[config.mk]
export PLATFORM = sky130hd
export DESIGN_NAME = srs_top
export DESIGN_NICKNAME = d
export VERILOG_FILES = /design/src/shared/srs_pkg.sv /design/src/logic/srs_top.sv /design/src/logic/srs_divided_reference_output_div.sv /design/src/logic/srs_lock_detect.sv
export VERILOG_INCLUDE_DIRS = /design/src /design/src/shared
export SDC_FILE = /design/constraint.sdc
export NUM_CORES = 1
export LEC_CHECK = 0
export BUFFER_PORTS_ARGS = -buffer_cell sky130_fd_sc_hd__buf_2
export CORE_MARGIN = 3
export CORE_UTILIZATION = 51
export CTS_CLUSTER_DIAMETER = 120
export CTS_CLUSTER_SIZE = 16
export DETAILED_ROUTE_END_ITERATION = 12
export PLACE_DENSITY = 0.77
export SYNTH_ARGS = -nofsm -noshare
export SYNTH_HDL_FRONTEND = slang
export SYNTH_SLANG_ARGS = --single-unit
[constraint.sdc]
create_clock -name mclk -period 2.88 [get_ports mclk]
set_input_delay 0.288 -clock mclk [delete_from_list [all_inputs] [get_ports mclk]]
set_output_delay 0.288 -clock mclk [all_outputs]
set_load 0.01 [all_outputs]
[src/shared/srs_params.svh]
/*
 * Offsets, field positions, reset values and timing counts of the synthesizer
 * reference and status block.
 * Assumes a 50 MHz reference on mclk and byte addresses on the register port.
 */
`ifndef SRS_PARAMS_SVH
`define SRS_PARAMS_SVH

`define SRS_OFF_N 8'h00
`define SRS_OFF_REF 8'h04
`define SRS_OFF_STAT 8'h08

`define SRS_FRAC_LSB 4
`define SRS_FRAC_MSB 18
`define SRS_INT_LSB 19
`define SRS_INT_MSB 26
`define SRS_MUX_LSB 29
`define SRS_MUX_MSB 31

`define SRS_RDIV_LSB 4
`define SRS_RDIV_MSB 6
`define SRS_CLKDIV_LSB 7
`define SRS_CLKDIV_MSB 10
`define SRS_OSC_BIT 12
`define SRS_BIAS_LSB 13
`define SRS_BIAS_MSB 14
`define SRS_HALF_BIT 18

`define SRS_ST_REG_READY 0
`define SRS_ST_CAL_DONE 1
`define SRS_ST_LOCK 2
`define SRS_ST_RSSI 3
`define SRS_ST_TXRX 4
`define SRS_ST_N_LSB 8
`define SRS_ST_N_MSB 16

`define SRS_RST_OSC_EN 1'b1
`define SRS_RST_BIAS 2'h0
`define SRS_RST_CLKDIV 4'h4
`define SRS_RST_RDIV 3'h1
`define SRS_RST_INT 8'h17
`define SRS_RST_FRAC 15'h0000
`define SRS_INT_MIN 8'h17
`define SRS_LOCK_CYCLES 3'h5

`define SRS_CLK_PERIOD_NS 20
`define SRS_REG_SETTLE_NS 50000
`define SRS_REG_SETTLE_CYC ((`SRS_REG_SETTLE_NS + `SRS_CLK_PERIOD_NS - 1) / `SRS_CLK_PERIOD_NS)

`endif

[src/shared/srs_pkg.sv]
/*
 * Types of the synthesizer reference and status block.
 * Assumes srs_params.svh for all numeric settings.
 */
package srs_pkg;

    typedef enum logic [2:0] {
        SRS_MUX_REG_READY = 3'b000,
        SRS_MUX_CAL_DONE = 3'b001,
        SRS_MUX_LOCK = 3'b010,
        SRS_MUX_RSSI = 3'b011,
        SRS_MUX_TXRX = 3'b100
    } srs_mux_sel_t;

    typedef struct packed {
        logic [3:0] cnt;
        logic clk_out;
    } srs_divided_reference_output_state_t;

    typedef struct packed {
        logic [2:0] good_cnt;
        logic locked;
    } srs_lock_state_t;

    typedef struct packed {
        logic [11:0] settle_cnt;
        logic reg_ready;
        logic [14:0] frac;
        logic [7:0] integ;
        srs_mux_sel_t mux_sel;
        logic [3:0] clk_div;
        logic [2:0] r_div;
        logic osc_en;
        logic [1:0] xbias;
        logic half;
        logic osc_run;
        logic [2:0] r_cnt;
        logic pfd_tick;
        logic [14:0] acc;
        logic [8:0] n_now;
        logic status;
        logic [31:0] rdata;
        logic [4:0] sync1;
        logic [4:0] sync2;
    } srs_top_state_t;

endpackage

[src/logic/srs_top.sv]
/*
 * Digital control of the frequency synthesizer: reference oscillator enable
 * and bias, divided reference output, reference divider, fractional feedback
 * divide sequence, regulator settling and the selectable status output.
 * Assumes mclk is the reference clock, nrst is the chip enable pin, and the
 * analog sections hand their status in as asynchronous level pins.
 */
// What this block does
// - Oscillator runs when enable bit set
// - Two-bit crystal bias current select
// - Divided reference: 50:50, inverted
// - Even divide ratios 2 to 30
// - Divided reference defaults to eight
// - Zero divide field disables divided output
// - Reference divider 1 to 7 ticks PFD
// - Reference divider resets to one
// - Feedback: 8-bit integer, 15-bit fraction
// - Integer at least 23, at most 255
// - Frequency equals PFD times integer-plus-fraction
// - Halving option halves output frequency
// - Chip enable low erases all registers
// - Three-bit field selects status source
// - Status defaults to regulator ready
// - Calibration complete low during calibrations
// - Lock after five good cycles, lost on large error
// - Signal strength ready when measurement settled
// - Transmit low, receive high
`timescale 1ns/1ns
`include "srs_params.svh"

module srs_top #(
    parameter int INT_W = 8,
    parameter int FRAC_W = 15
) (
    input wire logic mclk,
    input wire logic nrst,
    input wire logic [7:0] reg_addr,
    input wire logic [31:0] reg_wdata,
    input wire logic reg_wr,
    input wire logic reg_rd,
    output logic [31:0] reg_rdata,
    input wire logic coarse_cal_busy,
    input wire logic fine_cal_busy,
    input wire logic phase_err_small,
    input wire logic phase_err_large,
    input wire logic signal_strength_settled_flag,
    input wire logic rx_mode,
    output logic osc_run,
    output logic [1:0] crystal_bias_field,
    output logic output_halving_option,
    output logic [INT_W-1:0] fb_integer,
    output logic [FRAC_W-1:0] fb_fraction,
    output logic [INT_W:0] fb_divide_now,
    output logic pfd_tick,
    output logic reg_ready,
    output logic divided_reference_output,
    output logic selectable_status_output
);
    localparam int SYNC_W = 5;
    localparam int S_CAL_A = 0;
    localparam int S_CAL_B = 1;
    localparam int S_SMALL = 2;
    localparam int S_LARGE = 3;
    localparam int S_RSSI = 4;
    localparam logic [11:0] SETTLE_LAST = 12'(`SRS_REG_SETTLE_CYC - 1);

    srs_pkg::srs_top_state_t st_reg;
    srs_pkg::srs_top_state_t st_next;

    logic [SYNC_W-1:0] pins_raw;
    logic locked;
    logic divided_reference_output_raw;
    logic cal_done;
    logic tx_rx;
    logic status_sel;
    logic [INT_W-1:0] int_used;
    logic [FRAC_W:0] acc_sum;
    logic [31:0] read_mux;
    logic [31:0] stat_word;

    assign pins_raw[S_CAL_A] = coarse_cal_busy;
    assign pins_raw[S_CAL_B] = fine_cal_busy;
    assign pins_raw[S_SMALL] = phase_err_small;
    assign pins_raw[S_LARGE] = phase_err_large;
    assign pins_raw[S_RSSI] = signal_strength_settled_flag;

    // Lock detect looks at the resynchronised error levels once per PFD cycle.
    srs_lock_detect u_lock (
        .mclk(mclk),
        .nrst(nrst),
        .pfd_tick(st_reg.pfd_tick),
        .err_small(st_reg.sync2[S_SMALL]),
        .err_large(st_reg.sync2[S_LARGE]),
        .locked(locked)
    );

    srs_divided_reference_output_div #(
        .HALF_W(4)
    ) u_divided_reference_output (
        .mclk(mclk),
        .nrst(nrst),
        .half_ratio(st_reg.clk_div),
        .clk_out(divided_reference_output_raw)
    );

    // Tx/Rx is a same-clock level from the mode control, so it needs no resync.
    assign tx_rx = rx_mode;
    assign cal_done = ~(st_reg.sync2[S_CAL_A] | st_reg.sync2[S_CAL_B]);

    // Values below the pulse-swallow minimum would miscount, so they are raised.
    assign int_used = (st_reg.integ < `SRS_INT_MIN) ? `SRS_INT_MIN : st_reg.integ;
    assign acc_sum = {1'b0, st_reg.acc} + {1'b0, st_reg.frac};

    always_comb
    begin
        case (st_reg.mux_sel)
            srs_pkg::SRS_MUX_REG_READY:
                status_sel = st_reg.reg_ready;
            srs_pkg::SRS_MUX_CAL_DONE:
                status_sel = cal_done;
            srs_pkg::SRS_MUX_LOCK:
                status_sel = locked;
            srs_pkg::SRS_MUX_RSSI:
                status_sel = st_reg.sync2[S_RSSI];
            srs_pkg::SRS_MUX_TXRX:
                status_sel = tx_rx;
            default:
                status_sel = 1'b0;
        endcase
    end

    always_comb
    begin
        stat_word = '0;
        stat_word[`SRS_ST_REG_READY] = st_reg.reg_ready;
        stat_word[`SRS_ST_CAL_DONE] = cal_done;
        stat_word[`SRS_ST_LOCK] = locked;
        stat_word[`SRS_ST_RSSI] = st_reg.sync2[S_RSSI];
        stat_word[`SRS_ST_TXRX] = tx_rx;
        stat_word[`SRS_ST_N_MSB:`SRS_ST_N_LSB] = st_reg.n_now;
    end

    always_comb
    begin
        read_mux = '0;
        case (reg_addr)
            `SRS_OFF_N:
            begin
                read_mux[`SRS_FRAC_MSB:`SRS_FRAC_LSB] = st_reg.frac;
                read_mux[`SRS_INT_MSB:`SRS_INT_LSB] = st_reg.integ;
                read_mux[`SRS_MUX_MSB:`SRS_MUX_LSB] = st_reg.mux_sel;
            end
            `SRS_OFF_REF:
            begin
                read_mux[`SRS_RDIV_MSB:`SRS_RDIV_LSB] = st_reg.r_div;
                read_mux[`SRS_CLKDIV_MSB:`SRS_CLKDIV_LSB] = st_reg.clk_div;
                read_mux[`SRS_OSC_BIT] = st_reg.osc_en;
                read_mux[`SRS_BIAS_MSB:`SRS_BIAS_LSB] = st_reg.xbias;
                read_mux[`SRS_HALF_BIT] = st_reg.half;
            end
            `SRS_OFF_STAT:
                read_mux = stat_word;
            default:
                read_mux = '0;
        endcase
    end

    always_comb
    begin
        st_next = st_reg;

        // The second flop alone reads the first; logic reads only the second.
        st_next.sync1 = pins_raw;
        st_next.sync2 = st_reg.sync1;

        // Regulator settling time counted from chip enable going high.
        if (!st_reg.reg_ready)
        begin
            if (st_reg.settle_cnt == SETTLE_LAST)
                st_next.reg_ready = 1'b1;
            else
                st_next.settle_cnt = st_reg.settle_cnt + 12'h001;
        end

        // The serial side is unpowered until the regulator settles, so earlier
        // writes are dropped rather than half-applied.
        if (reg_wr && st_reg.reg_ready)
        begin
            case (reg_addr)
                `SRS_OFF_N:
                begin
                    st_next.frac = reg_wdata[`SRS_FRAC_MSB:`SRS_FRAC_LSB];
                    st_next.integ = reg_wdata[`SRS_INT_MSB:`SRS_INT_LSB];
                    st_next.mux_sel =
                        srs_pkg::srs_mux_sel_t'(reg_wdata[`SRS_MUX_MSB:`SRS_MUX_LSB]);
                end
                `SRS_OFF_REF:
                begin
                    st_next.r_div = reg_wdata[`SRS_RDIV_MSB:`SRS_RDIV_LSB];
                    st_next.clk_div = reg_wdata[`SRS_CLKDIV_MSB:`SRS_CLKDIV_LSB];
                    st_next.osc_en = reg_wdata[`SRS_OSC_BIT];
                    st_next.xbias = reg_wdata[`SRS_BIAS_MSB:`SRS_BIAS_LSB];
                    st_next.half = reg_wdata[`SRS_HALF_BIT];
                end
                default:
                begin
                end
            endcase
        end

        // Read data stand only in the cycle after the strobe.
        st_next.rdata = reg_rd ? read_mux : 32'h0000_0000;

        st_next.osc_run = st_reg.osc_en;

        // Reference divider; a zero field behaves as divide by one.
        st_next.pfd_tick = 1'b0;
        if (st_reg.r_cnt + 3'h1 >= st_reg.r_div)
        begin
            st_next.r_cnt = '0;
            st_next.pfd_tick = 1'b1;
        end
        else
        begin
            st_next.r_cnt = st_reg.r_cnt + 3'h1;
        end

        // First-order sigma-delta: the carry adds one to the integer divide,
        // so the average ratio is integer plus fraction over 2^15.
        if (st_reg.pfd_tick)
        begin
            st_next.acc = acc_sum[FRAC_W-1:0];
            st_next.n_now = {1'b0, int_used} + {8'h00, acc_sum[FRAC_W]};
        end

        st_next.status = status_sel;
    end

    // Chip enable low clears every register to its power-up value.
    always_ff @(posedge mclk or negedge nrst)
    begin
        if (!nrst)
        begin
            st_reg.settle_cnt <= 12'h000;
            st_reg.reg_ready <= 1'b0;
            st_reg.frac <= `SRS_RST_FRAC;
            st_reg.integ <= `SRS_RST_INT;
            st_reg.mux_sel <= srs_pkg::SRS_MUX_REG_READY;
            st_reg.clk_div <= `SRS_RST_CLKDIV;
            st_reg.r_div <= `SRS_RST_RDIV;
            st_reg.osc_en <= `SRS_RST_OSC_EN;
            st_reg.xbias <= `SRS_RST_BIAS;
            st_reg.half <= 1'b0;
            st_reg.osc_run <= 1'b0;
            st_reg.r_cnt <= 3'h0;
            st_reg.pfd_tick <= 1'b0;
            st_reg.acc <= 15'h0000;
            st_reg.n_now <= 9'h000;
            st_reg.status <= 1'b0;
            st_reg.rdata <= 32'h0000_0000;
            st_reg.sync1 <= 5'h00;
            st_reg.sync2 <= 5'h00;
        end
        else
        begin
            st_reg <= st_next;
        end
    end

    assign reg_rdata = st_reg.rdata;
    assign osc_run = st_reg.osc_run;
    assign crystal_bias_field = st_reg.xbias;
    assign output_halving_option = st_reg.half;
    assign fb_integer = st_reg.integ;
    assign fb_fraction = st_reg.frac;
    assign fb_divide_now = st_reg.n_now;
    assign pfd_tick = st_reg.pfd_tick;
    assign reg_ready = st_reg.reg_ready;
    assign divided_reference_output = divided_reference_output_raw;
    assign selectable_status_output = st_reg.status;
endmodule

[src/logic/srs_divided_reference_output_div.sv]
/*
 * Divided reference clock generator with a 50:50 duty cycle.
 * Assumes the reference is mclk and the half ratio field comes from a register.
 */
`timescale 1ns/1ns
`include "srs_params.svh"

module srs_divided_reference_output_div #(
    parameter int HALF_W = 4
) (
    input wire logic mclk,
    input wire logic nrst,
    input wire logic [HALF_W-1:0] half_ratio,
    output logic clk_out
);
    srs_pkg::srs_divided_reference_output_state_t st_reg;
    srs_pkg::srs_divided_reference_output_state_t st_next;

    // The field holds half the divide ratio, so every nonzero code gives an even ratio; zero holds the output low.
    always_comb
    begin
        st_next = st_reg;
        if (half_ratio == '0)
        begin
            st_next.cnt = '0;
            st_next.clk_out = 1'b0;
        end
        else if (st_reg.cnt >= half_ratio - 4'h1)
        begin
            st_next.cnt = '0;
            st_next.clk_out = ~st_reg.clk_out;
        end
        else
        begin
            st_next.cnt = st_reg.cnt + 4'h1;
        end
    end

    // Starting high places the output in antiphase with the reference edges.
    always_ff @(posedge mclk or negedge nrst)
    begin
        if (!nrst)
            st_reg <= '{cnt: 4'h0, clk_out: 1'b1};
        else
            st_reg <= st_next;
    end

    assign clk_out = st_reg.clk_out;
endmodule

[src/logic/srs_lock_detect.sv]
/*
 * Digital lock detect on phase detector cycles.
 * Assumes synchronised small and large phase error levels and a PFD tick.
 */
`timescale 1ns/1ns
`include "srs_params.svh"

module srs_lock_detect (
    input wire logic mclk,
    input wire logic nrst,
    input wire logic pfd_tick,
    input wire logic err_small,
    input wire logic err_large,
    output logic locked
);
    srs_pkg::srs_lock_state_t st_reg;
    srs_pkg::srs_lock_state_t st_next;

    always_comb
    begin
        st_next = st_reg;
        if (pfd_tick)
        begin
            if (err_large)
            begin
                st_next.locked = 1'b0;
                st_next.good_cnt = '0;
            end
            else if (err_small)
            begin
                if (st_reg.good_cnt == `SRS_LOCK_CYCLES - 3'h1)
                    st_next.locked = 1'b1;
                else
                    st_next.good_cnt = st_reg.good_cnt + 3'h1;
            end
            else
            begin
                st_next.good_cnt = '0;
            end
        end
    end

    always_ff @(posedge mclk or negedge nrst)
    begin
        if (!nrst)
            st_reg <= '{good_cnt: 3'h0, locked: 1'b0};
        else
            st_reg <= st_next;
    end

    assign locked = st_reg.locked;
endmodule

==> impl_results.md, run 1 <==
* Outcome: finished, final reports clean
* Finished layout cell area at between 7000 and 8000 um2
* Critical Path Fanout Max at 4
* Total track usage at 20.65%
* Global route overflow at 0
* Maximum clock path buffer count at 2
* Largest net degree at the start of global routing at 56
* Placement Rows at 40
* Detail Route Antenna Nets at 0
* Register area at about 3200 um2
* Chip Width at 119.2 um
* Total length of routed wires at between 10000 and 15000 um
* Number of synthesized flops with an enable pin at 0
* GPL Wtd Cong at 0.8425
* CP Cell Sequence: ha_4 -> buf_4 -> o21ai_1 -> o21ai_1 -> o211ai_1 -> nand2_1 -> a311o_1 -> ha_1 -> ha_1 -> and3_1 -> nand3_1 -> xor2_1 -> a21oi_1
* Rel. slew slack at between 50% and 60%
* CTS Buf Count at 17
* Clk sink count at 129
* Area of the die at between 10000 and 15000 um2
* Clock Pin Slew Worst Setup and Hold Paths at 0.06 ns
* Worst Setup Path Type: register to register
* Mapped Avg Cell Area at 11.15 um2
* Warnings from Yosys at 0
* CP required at around 3.2 ns
* Avg WL per Cell at between 15 and 20 um
* Share of post-route cells with drive strength above 1 at between 30% and 40%
* Final count of pins violating max slew at 0
* Final hold vios at 0
* Seq/Total Area, Yosys at between 40% and 50%
* Async SR Flop Fraction at between 90% and 100%
* Tightest Pin Transition at 0.7179 ns
* Top-count cell post-synth: dfrtp_1
* Most area-hungry cell type in the Yosys netlist: dfrtp_1
* Cells after Synth at between 500 and 600
* Crit path launch type: register
* Top-area cell type share of the netlist area at 46.34%
* DRT Pass-1 Iters at 4
* Ys flop type: dfrtp_1
* Core ar. at about 12000 um2
* PwrDens at just over 500 nW/um2
* Power Total at between 3000 and 4000 uW
* Top Family by Delay on Critical Path: compound AO/OA/AOI/OAI gates
* Largest cells by area after synthesis: dfrtp_1 46%, mux2_2 8.4%, buf_4 7.6%, ha_1 5.7%, dfstp_2 3.2%
* TritonCTS clock tree: built
* Fillers at approximately 960
* Max_cap viols at 0
* Dpl hpwl at approximately 10000 um
* Initial Utilization at about 53%
* Root Driver: clkbuf_16
* Worst vdd ir at about 370 uV
* Finished Layout Cells at 852
* Final nets at 752
* Setup violators final at 0
* Skew-Pair Late Insertion Delay at 0.42 ns
* Leak at a little under 0.004 uW
* Area grow syn2layout at 16.76%
* #FFs+latches synth at between 100 and 150
* Period minus WS final at ~2.8 ns
* Crit-path slowest cell: dfrtp_1
* Arrival @ worst endpoint at a little over 3 ns
* Post-DP Area at 6935 um2
* Critical path buffers and inverters at 1
* Cell Area, Synth at around 6500 um2
* N_diodes at 0
* Post-synth cell types at 57
* Fin crit share at 96.38%
* Via-to-Cell Ratio at roughly 5.3
* Number of global-route vias before repair at approximately 4700
* Clock Skews at 0.01026 ns
* Die Span Y at ~120 um
* Hold slack at approximately 0.11 ns
* Global-route wire length before repair at about 23000 um
* Top cells by count, synth: 121 x dfrtp_1, 66 x buf_4, 49 x mux2_2
* Remaining DRCs at 0
* Antenna violations before repair at 0
* Worst min-delay path class: input port to register
* # IOs at between 100 and 150
* Via count at about 4500
* CP Capture Type: register
* Max reg flops at 45
* Number of placed instances, taps included at roughly 810
* Initial DRC count at between 200 and 300
* Fmax at 360.3 MHz
* H-tree depth at 4
* Multi-input gate area at about 2700 um2
* IO Port Bufs at between 100 and 150
* Critical Path Max Stage Delay at between 0.4 and 0.5 ns
[cell type report]
| type | count | area share [%] |
|---|---|---|
| sequential | 129 | 42.45 |
| multi-input combinational | 361 | 36.03 |
| timing repair buffer | 146 | 11.05 |
| clock buffer | 25 | 6.101 |
| tap | 168 | 2.755 |
| clock inverter | 7 | 0.8201 |
| inverter | 16 | 0.7873 |
[worst paths after layout]
check | cells after the start | from | endpoint | slack, ns
min reg2reg | 0 | st_next[3] | st_reg[3] | 0.34
max reg2reg | 13 | fb_fraction[8] | fb_divide_now[6] | 0.10
min | 2 | reg_wdata[15] | fb_fraction[11] | 0.11
max in group asynchronous | 3 | nrst | st_next[71] | 1.57
max | 13 | fb_fraction[8] | fb_divide_now[6] | 0.10
min in group asynchronous | 2 | nrst | fb_fraction[12] | 0.47
[power breakdown]
group          internal [uW]  total (uW)  switching (uW)
clock                   1200        1930             730
sequential              1820        1830            4.12
combinational           40.9         111            70.5
total                   3060        3870             805
[cells in the final DEF, fill, tap and decap left out, types with 6 or more instances in the layout]
master	synthesis	routed
dfrtp_1	121	121
buf_2	5	112
mux2_2	49	49
nor2_1	47	46
nand2_1	31	31
buf_4	66	27
a21oi_1	24	23
ha_1	30	23
clkbuf_16	0	17
inv_1	16	16
xnor2_1	16	16
nor3_1	15	15
mux2i_1	14	14
and2_1	12	12
nand3_1	12	12
xor2_1	10	10
nand4_1	10	10
and3_1	8	8
a21o_1	8	8
o21ai_0	9	8
dfstp_2	8	8
clkbuf_1	6	7
nor2b_1	6	6
dlygate4sd3_1	0	6
[logic make-up after synthesis]
logic type                 share of synthesized area [%]
AOI/OAI and AO/OA                                  8.560
xor gates and xnor gates                           3.485
adders and majority gates                          6.051
buffers and inverters                              9.690
DFF                                                49.56
muxes                                              10.59
other                                            0.05739
and+or+nand+nor                                    12.01
[stage by stage]
step | setup WS, ns | utilization (%) | TNS (ns)
finish | 0.1043 | 62.21 | 0
floorplan | 0.1182 | - | 0
CTS | 0.06453 | 61.36 | 0
global placement | 0.1026 | 56.56 | 0
detailed placement | 0.08556 | 56.56 | 0
global route | -0.005663 | 62.21 | -0.005663
[what timing repair did]
action / in CTS / in global routing
setup buffers: 0 / 3
setup endpoints to repair: 0 / 2
hold buffers: 6 / 0
hold endpoints to repair: 55 / 0
resized for setup: 0 / 13
[per-layer routing]
metal | up-vias | share of wire (%) | GRT usage [%]
met4 | 0 | 2.9 | 8.689
met2 | 132 | 50 | 34.93
met5 | - | 0 | 0
li1 | 2145 | - | -
met1 | 2204 | 42 | 24.98
met3 | 29 | 5.0 | 5.413
Power figures use the tool's default switching activity.
==> run 2: changes to the inputs <==
--- a/config.mk
+++ b/config.mk
@@ -8,11 +8,10 @@
 export LEC_CHECK = 0
 export BUFFER_PORTS_ARGS = -buffer_cell sky130_fd_sc_hd__buf_2
 export CORE_MARGIN = 3
-export CORE_UTILIZATION = 51
+export CORE_UTILIZATION = 34
 export CTS_CLUSTER_DIAMETER = 120
 export CTS_CLUSTER_SIZE = 16
 export DETAILED_ROUTE_END_ITERATION = 12
-export PLACE_DENSITY = 0.77
 export SYNTH_ARGS = -nofsm -noshare
 export SYNTH_HDL_FRONTEND = slang
 export SYNTH_SLANG_ARGS = --single-unit
==> impl_results.md, run 2 (synthesized netlist as in run 1, its figures left out) <==
* Outcome: finished, final reports clean
* Crit path launch type: register
* Final setup TNS at 0 ns (unchanged)
* Area of the die at 20920 um2 (+47%)
* Leak at 0.003953 uW (+1.2%)
* Unrepaired setup endpoints after global routing: false
* Detail Route Antenna Nets at 0 (unchanged)
* DRT Pass-1 Iters at 5 (+1)
* N_diodes at 0 (unchanged)
* IO Port Bufs at 113 (unchanged)
* Max reg flops at 45 (unchanged)
* Fmax at 369.1 MHz (+2.5%)
* Power Total at 4195 uW (+8.4%)
* Min-delay src: reg_wdata[16]
* R2R Path End: fb_divide_now[6]
* Hold Path Depth at 2 (unchanged)
* R2R Setup Slk at 0.17 ns (+0.07 ns)
* GPL Wtd Cong at 0.8302 (-1.5%)
* Core ar. at 18770 um2 (+53%)
* Avg WL per Cell at 16.57 um (-2.5%)
* End-of-flow core utilization at 41.69% (-21 points)
* Number of placed instances, taps included at 881 (+8.6%)
* Worst Setup Path Type: register to register
* Setup violators final at 0 (unchanged)
* Via-to-Cell Ratio at 4.977 (-6.0%)
* Period minus WS final at 2.709 ns (-0.06669 ns)
* Max_cap viols at 0 (unchanged)
* Most common cell after layout, fill and taps aside: dfrtp_1
* # IOs at 122 (unchanged)
* Initial DRC count at 240 (-17%)
* Remaining DRCs at 0 (unchanged)
* Largest net degree at the start of global routing at 59 (+5.4%)
* Rel. slew slack at 48.00% (-4.1 points)
* Total track usage at 14.99% (-5.7 points)
* Die Span Y at 144.6 um (+21%)
* Share of post-route cells with drive strength above 1 at 36.59% (+0.92 points)
* Worst min-delay path class: input port to register
* Root Driver: clkbuf_16
* Area grow syn2layout at 19.74%
* Final count of pins violating max slew at 0 (unchanged)
* CP required at 3.16 ns (about the same)
* Arrival @ worst endpoint at 2.99 ns (-0.06 ns)
* H-tree depth at 4 (unchanged)
* Global route overflow at 0 (unchanged)
* CTS Buf Count at 17 (unchanged)
* Most frequent cells in the layout: 121 x dfrtp_1, 112 x buf_2, 49 x mux2_2, 47 x nor2_1, 31 x nand2_1
* Clk sink count at 129 (unchanged)
* Reg2Reg Launch Point: st_reg[53]
* Critical Path Fanout Max at 3 (-1)
* Antenna violations before repair at 1 (+1)
* Worst r2r path cells at 12 (-1)
* Placement Rows at 50 (+25%)
* Tightest Pin Transition at 0.7799 ns (+0.06207 ns)
* Total length of routed wires at 15240 um (+5.3%)
* Maximum clock path buffer count at 2 (unchanged)
* Number of global-route vias before repair at 4765 (+2.2%)
* Worst vdd ir at 306.4 uV (-16%)
* TritonCTS clock tree: built
* PwrDens at 536.3 nW/um2 (+5.7%)
* Worst hold endpoint: fb_fraction[12]
* Final hold vios at 0 (unchanged)
* Fin crit share at 94.06% (-2.3 points)
* CP Capture Type: register
* Clock Skews at 0.01166 ns (+0.001399 ns)
* Skew-Pair Late Insertion Delay at 0.42 ns (about the same)
* Chip Width at 144.6 um (+21%)
* Final nets at 754 (+0.27%)
* Via count at 4579 (+1.5%)
* Global-route wire length before repair at 24230 um (+5.0%)
* Initial Utilization at 34.81% (-18 points)
* Clock Pin Slew Worst Setup and Hold Paths at 0.06 ns (about the same)
* Finished Layout Cells at 920 (+8.0%)
* Dpl hpwl at 11200 um (+9.3%)
[run 2: worst max path at each step]
stage              startpoint  depth (start not counted)               end  slack [ns]
3_5_place_dp   fb_fraction[6]                         12  fb_divide_now[6]        0.05
4_1_cts        fb_fraction[6]                         12  fb_divide_now[6]        0.03
5_1_grt            st_reg[53]                         12  fb_divide_now[6]        0.01
6_report           st_reg[53]                         12  fb_divide_now[6]        0.17
3_3_place_gp   fb_fraction[6]                         12  fb_divide_now[6]        0.08
2_1_floorplan  fb_fraction[6]                         12  fb_divide_now[6]        0.12
[run 2: worst max-delay path, cell delays in order (launching register included)]
cell and delay, ns:
dfrtp_1 0.42, ha_1 0.31, a211oi_2 0.25, o21ai_2 0.12
nand3_2 0.09, nand2_1 0.08, a311o_1 0.30, ha_1 0.22
ha_1 0.20, and3_1 0.22, nand3_1 0.10, xor2_1 0.15
a21oi_1 0.09
[run 2: area by class of cell]
| type | instances | area (um2) |
|---|---|---|
| Tap cell | 234 | 292.8 |
| Inverter | 16 | 60.06 |
| Timing Repair Buffer | 148 | 858.3 |
| Clock buffer | 21 | 480.5 |
| Sequential cell | 129 | 3238 |
| Multi-Input combinational cell | 361 | 2743 |
| Clock inverter | 11 | 151.4 |
| Fill cell | 1794 | 10940 |
[run 2: metrics by stage]
stage / hold WS, ns / worst slack [ns] / cell area, um2
floorplan: -0.007591 / 0.1182 / 6538
global placement: 0.3351 / 0.07887 / 7048
detailed placement: 0.3378 / 0.04778 / 7048
CTS: 0.07873 / 0.03241 / 7740
global route: 0.08166 / 0.01486 / 7824
finish: 0.08847 / 0.1710 / 7824
[run 2: power breakdown]
| group | leakage [uW] | total [uW] | switching [uW] | internal, uW |
|---|---|---|---|---|
| Clock | 0.000298 | 2250 | 796 | 1460 |
| Sequential | 0.00171 | 1830 | 4.29 | 1820 |
| Combinational | 0.00195 | 116 | 73.1 | 42.5 |
[run 2: per-layer routing]
| layer | track usage, % | vias up | part of all wire (%) |
|---|---|---|---|
| met3 | 5.225 | 19 | 6.6 |
| met5 | 0 | - | 0 |
| met2 | 24.99 | 125 | 49 |
| met4 | 5.596 | 0 | 1.7 |
| li1 | - | 2156 | - |
| met1 | 17.90 | 2279 | 43 |
[run 2: timing repair]
item,CTS,global route
endpoints found under the hold margin,59,0
resized for setup,0,10
setup endpoints to repair,0,3
hold buffers,6,0
setup buffers,0,1
==> run 3: changes to the inputs <==
--- a/config.mk
+++ b/config.mk
@@ -9,9 +9,11 @@
 export BUFFER_PORTS_ARGS = -buffer_cell sky130_fd_sc_hd__buf_2
 export CORE_MARGIN = 3
 export CORE_UTILIZATION = 34
+export CTS_BUF_LIST = sky130_fd_sc_hd__clkbuf_4
 export CTS_CLUSTER_DIAMETER = 120
 export CTS_CLUSTER_SIZE = 16
 export DETAILED_ROUTE_END_ITERATION = 12
 export SYNTH_ARGS = -nofsm -noshare
 export SYNTH_HDL_FRONTEND = slang
+export SYNTH_HIERARCHICAL = 1
 export SYNTH_SLANG_ARGS = --single-unit
==> impl_results.md, run 3 <==
* R2R Path End: fb_divide_now[4]
* Cell Area, Synth at 6549 um2 (+0.23%)
* #FFs+latches synth at 129 (unchanged)
* Finished Layout Cells at 936 (+1.7%)
* Crit-path slowest cell: dfrtp_1
* Top-area cell type share of the netlist area at 46.24% (-0.11 points)
* Number of synthesized flops with an enable pin at 0 (unchanged)
* Clock Pin Slew Worst Setup and Hold Paths at 0.11 ns (+0.05 ns)
* Postcts setup bufs at 0 (unchanged)
* Seq/Total Area, Yosys at 49.45% (-0.11 points)
* Mapped Avg Cell Area at 11.51 um2 (+3.2%)
* Fillers at 1838 (+2.5%)
* Outcome: finished, final reports clean
* CP Cell Sequence: ha_2 -> o21a_1 -> o21a_1 -> o2111a_1 -> nor3b_2 -> o21ai_1 -> ha_2 -> ha_1 -> nand3_1 -> nand3_1 -> o211ai_1 -> o21ai_0
* Remaining DRCs at 0 (unchanged)
* Tightest Pin Transition at 0.7228 ns (-0.05717 ns)
* Global-route wire length before repair at 24210 um (-0.11%)
* Placement Rows at 50 (unchanged)
* Root Driver: clkbuf_4
* Via-to-Cell Ratio at 4.776 (-4.0%)
* Worst r2r path cells at 12 (unchanged)
* H-tree depth at 4 (unchanged)
* Final nets at 743 (-1.5%)
* Worst setup margin at 0.2256 ns (+0.05461 ns)
* Unrepaired setup endpoints after global routing: false
* Top cells by count, synth: 121 x dfrtp_1, 68 x buf_4, 38 x mux2_2, 38 x nor2_1
* Worst Setup Path Type: register to register
* PwrDens at 418.0 nW/um2 (-22%)
* Finished layout cell area at 7564 um2 (-3.3%)
* Ys flop type: dfrtp_1
* Total track usage at 14.97% (-0.020 points)
* Number of global-route vias before repair at 4599 (-3.5%)
* Initial Utilization at 34.78% (-0.036 points)
* Post-DP Area at 6955 um2 (-1.3%)
* DRT Pass-1 Iters at 4 (-1)
* Most area-hungry cell type in the Yosys netlist: dfrtp_1
* Worst min-delay path class: input port to register
* Arrival @ worst endpoint at 3.06 ns (+0.07 ns)
* Worst vdd ir at 152.9 uV (-50%)
* Area of the die at 20960 um2 (+0.22%)
* Most common cell after layout, fill and taps aside: dfrtp_1
* Core ar. at 18830 um2 (+0.33%)
* Number of placed instances, taps included at 871 (-1.1%)
* Total length of routed wires at 15280 um (+0.25%)
* Max reg flops at 45 (unchanged)
* Hold Path Depth at 3 (+1)
* Final setup TNS at 0 ns (unchanged)
* Area grow syn2layout at 15.49%
* Setup violators final at 0 (unchanged)
* Post-synth cell types at 63 (+11%)
* Avg WL per Cell at 16.32 um (-1.5%)
* Worst slack, placed at 0.09964 ns (+0.05186 ns)
* Largest cells by area after synthesis: dfrtp_1 46%, buf_4 7.8%, mux2_2 6.5%, ha_1 5.7%, dfstp_2 3.2%
* Global route overflow at 0 (unchanged)
* Top-count cell post-synth: dfrtp_1
* Rel. slew slack at 51.55% (+3.5 points)
* Fin crit share at 92.17% (-1.9 points)
* Max_cap viols at 0 (unchanged)
* Chip Width at 144.8 um (+0.11%)
* Period minus WS final at 2.654 ns (-0.05461 ns)
* Leak at 0.003863 uW (-2.3%)
* Dpl hpwl at 11050 um (-1.3%)
* Met3 wire len at 775 um (-22%)
* Highest metal used: met4
* Clk sink count at 129 (unchanged)
* Critical Path Fanout Max at 5 (+2)
* # IOs at 122 (unchanged)
* Worst hold endpoint: selectable_status_output
* Cells after Synth at 569 (-2.9%)
* Critical Path Max Stage Delay at 0.44 ns (+0.02 ns)
* Most frequent cells in the layout: 121 x dfrtp_1, 112 x buf_2, 38 x mux2_2, 38 x nor2_1, 32 x dlygate4sd3_1
* CTS Buf Count at 17 (unchanged)
* WL met1 at 7031 um (+8.4%)
* Antenna violations before repair at 1 (unchanged)
* CP Capture Type: register
* Metal2 WL at 7316 um (-2.5%)
* Initial DRC count at 205 (-15%)
* Crit path launch type: register
* Via count at 4470 (-2.4%)
* Maximum clock path buffer count at 2 (unchanged)
* Skew-Pair Late Insertion Delay at 0.53 ns (+0.11 ns)
* Async SR Flop Fraction at 100.0% (unchanged)
* Detail Route Antenna Nets at 0 (unchanged)
* Final count of pins violating max slew at 0 (unchanged)
* R2R Setup Slk at 0.23 ns (+0.05 ns)
* TritonCTS clock tree: built
* GPL Wtd Cong at 0.8588 (+3.4%)
* Die Span Y at 144.8 um (+0.11%)
* Largest net degree at the start of global routing at 61 (+3.4%)
* Final hold vios at 0 (unchanged)
* Clock Skews at 0.01673 ns (+0.005074 ns)
* Reg2Reg Launch Point: fb_fraction[5]
* Warnings from Yosys at 6 (+6)
* CP required at 3.28 ns (+0.12 ns)
* IO Port Bufs at 113 (unchanged)
* Share of post-route cells with drive strength above 1 at 33.93% (-2.7 points)
* Min-delay src: rx_mode
* Fmax at 376.7 MHz (+2.1%)
-- run 3: changes by cell type after synthesis, sizes merged, moves of 5 or more --
cell	change
a21oi	+5
nor2	-8
nor3	-9
nand2	-8
o211ai	+5
-- run 3: per-layer routing --
layer	GRT usage, %	vias to the layer above
met5	0	-
met4	4.664	0
met3	4.305	10
met2	23.98	103
met1	19.67	2229
li1	-	2128
-- run 3: where the power goes --
group          internal [uW]  switching, uW  leakage (uW)  total [uW]
clock                    560            636      0.000151        1200
combinational           65.6           75.9       0.00200         141
sequential              1820           4.16       0.00171        1820
total                   2440            716       0.00386        3160
-- run 3: worst max path at each step --
stage                     slack [ns]       startpoint          endpoint  cells past startpoint
after CTS                       0.07   fb_fraction[8]  fb_divide_now[4]                     12
final                           0.23   fb_fraction[5]  fb_divide_now[4]                     12
after global placement          0.12   fb_fraction[8]  fb_divide_now[4]                     12
after global routing           0.003  fb_fraction[10]  fb_divide_now[4]                     11
after detailed placement         0.1   fb_fraction[8]  fb_divide_now[4]                     12
after floorplan                 0.31   fb_fraction[1]  fb_divide_now[2]                     10
-- run 3: logic make-up (layout without fill, tap and decap cells) --
family / count (synthesis) / count (layout) / share of synthesized area, %
compound gates: 90 / 90 / 9.267
xor+xnor: 25 / 25 / 3.344
fa+ha+maj: 31 / 31 / 6.037
buf+inv: 97 / 202 / 9.572
flops: 129 / 129 / 49.45
mux: 61 / 61 / 10.97
other cells: 1 / 3 / 0.05726
simple gates: 135 / 135 / 11.31
-- run 3: worst max-delay path, delay by kind of cell (launching register included) --
family                   cells  cell delay, ns
AO/OA/AOI/OAI                6            0.91
adder cells (fa/ha/maj)      3            0.77
flip-flops                   1            0.44
AND/OR/NAND/NOR              3            0.40
-- run 3: repair_timing --
item	in CTS	in global routing
hold buffers	32	0
hold endpoints to repair	87	0
resized for setup	0	7
endpoints found under the setup margin	0	5
-- run 3: final cells by class --
class                   count  area (um2)  share of cell area [%]
inverters                  17       63.81                  0.8437
flip-flops and latches    129        3238                   42.81
repair buffers            153       960.9                   12.70
multi-input cells         344        2706                   35.78
clock inverters             9       93.84                   1.241
well taps                 260       325.3                   4.301
clock buffers              23       172.7                   2.283
diodes                      1       2.502                 0.03309
-- run 3: per-stage QoR --
step | utilization (%) | total power [uW] | hold slack [ns]
global route | 40.17 | 3305 | 0.008042
CTS | 40.05 | 3215 | 0.005533
floorplan | - | 1888 | -0.007591
detailed placement | 36.94 | 1970 | 0.3386
global placement | 36.94 | 1966 | 0.3372
finish | 40.17 | 3161 | 0.05989
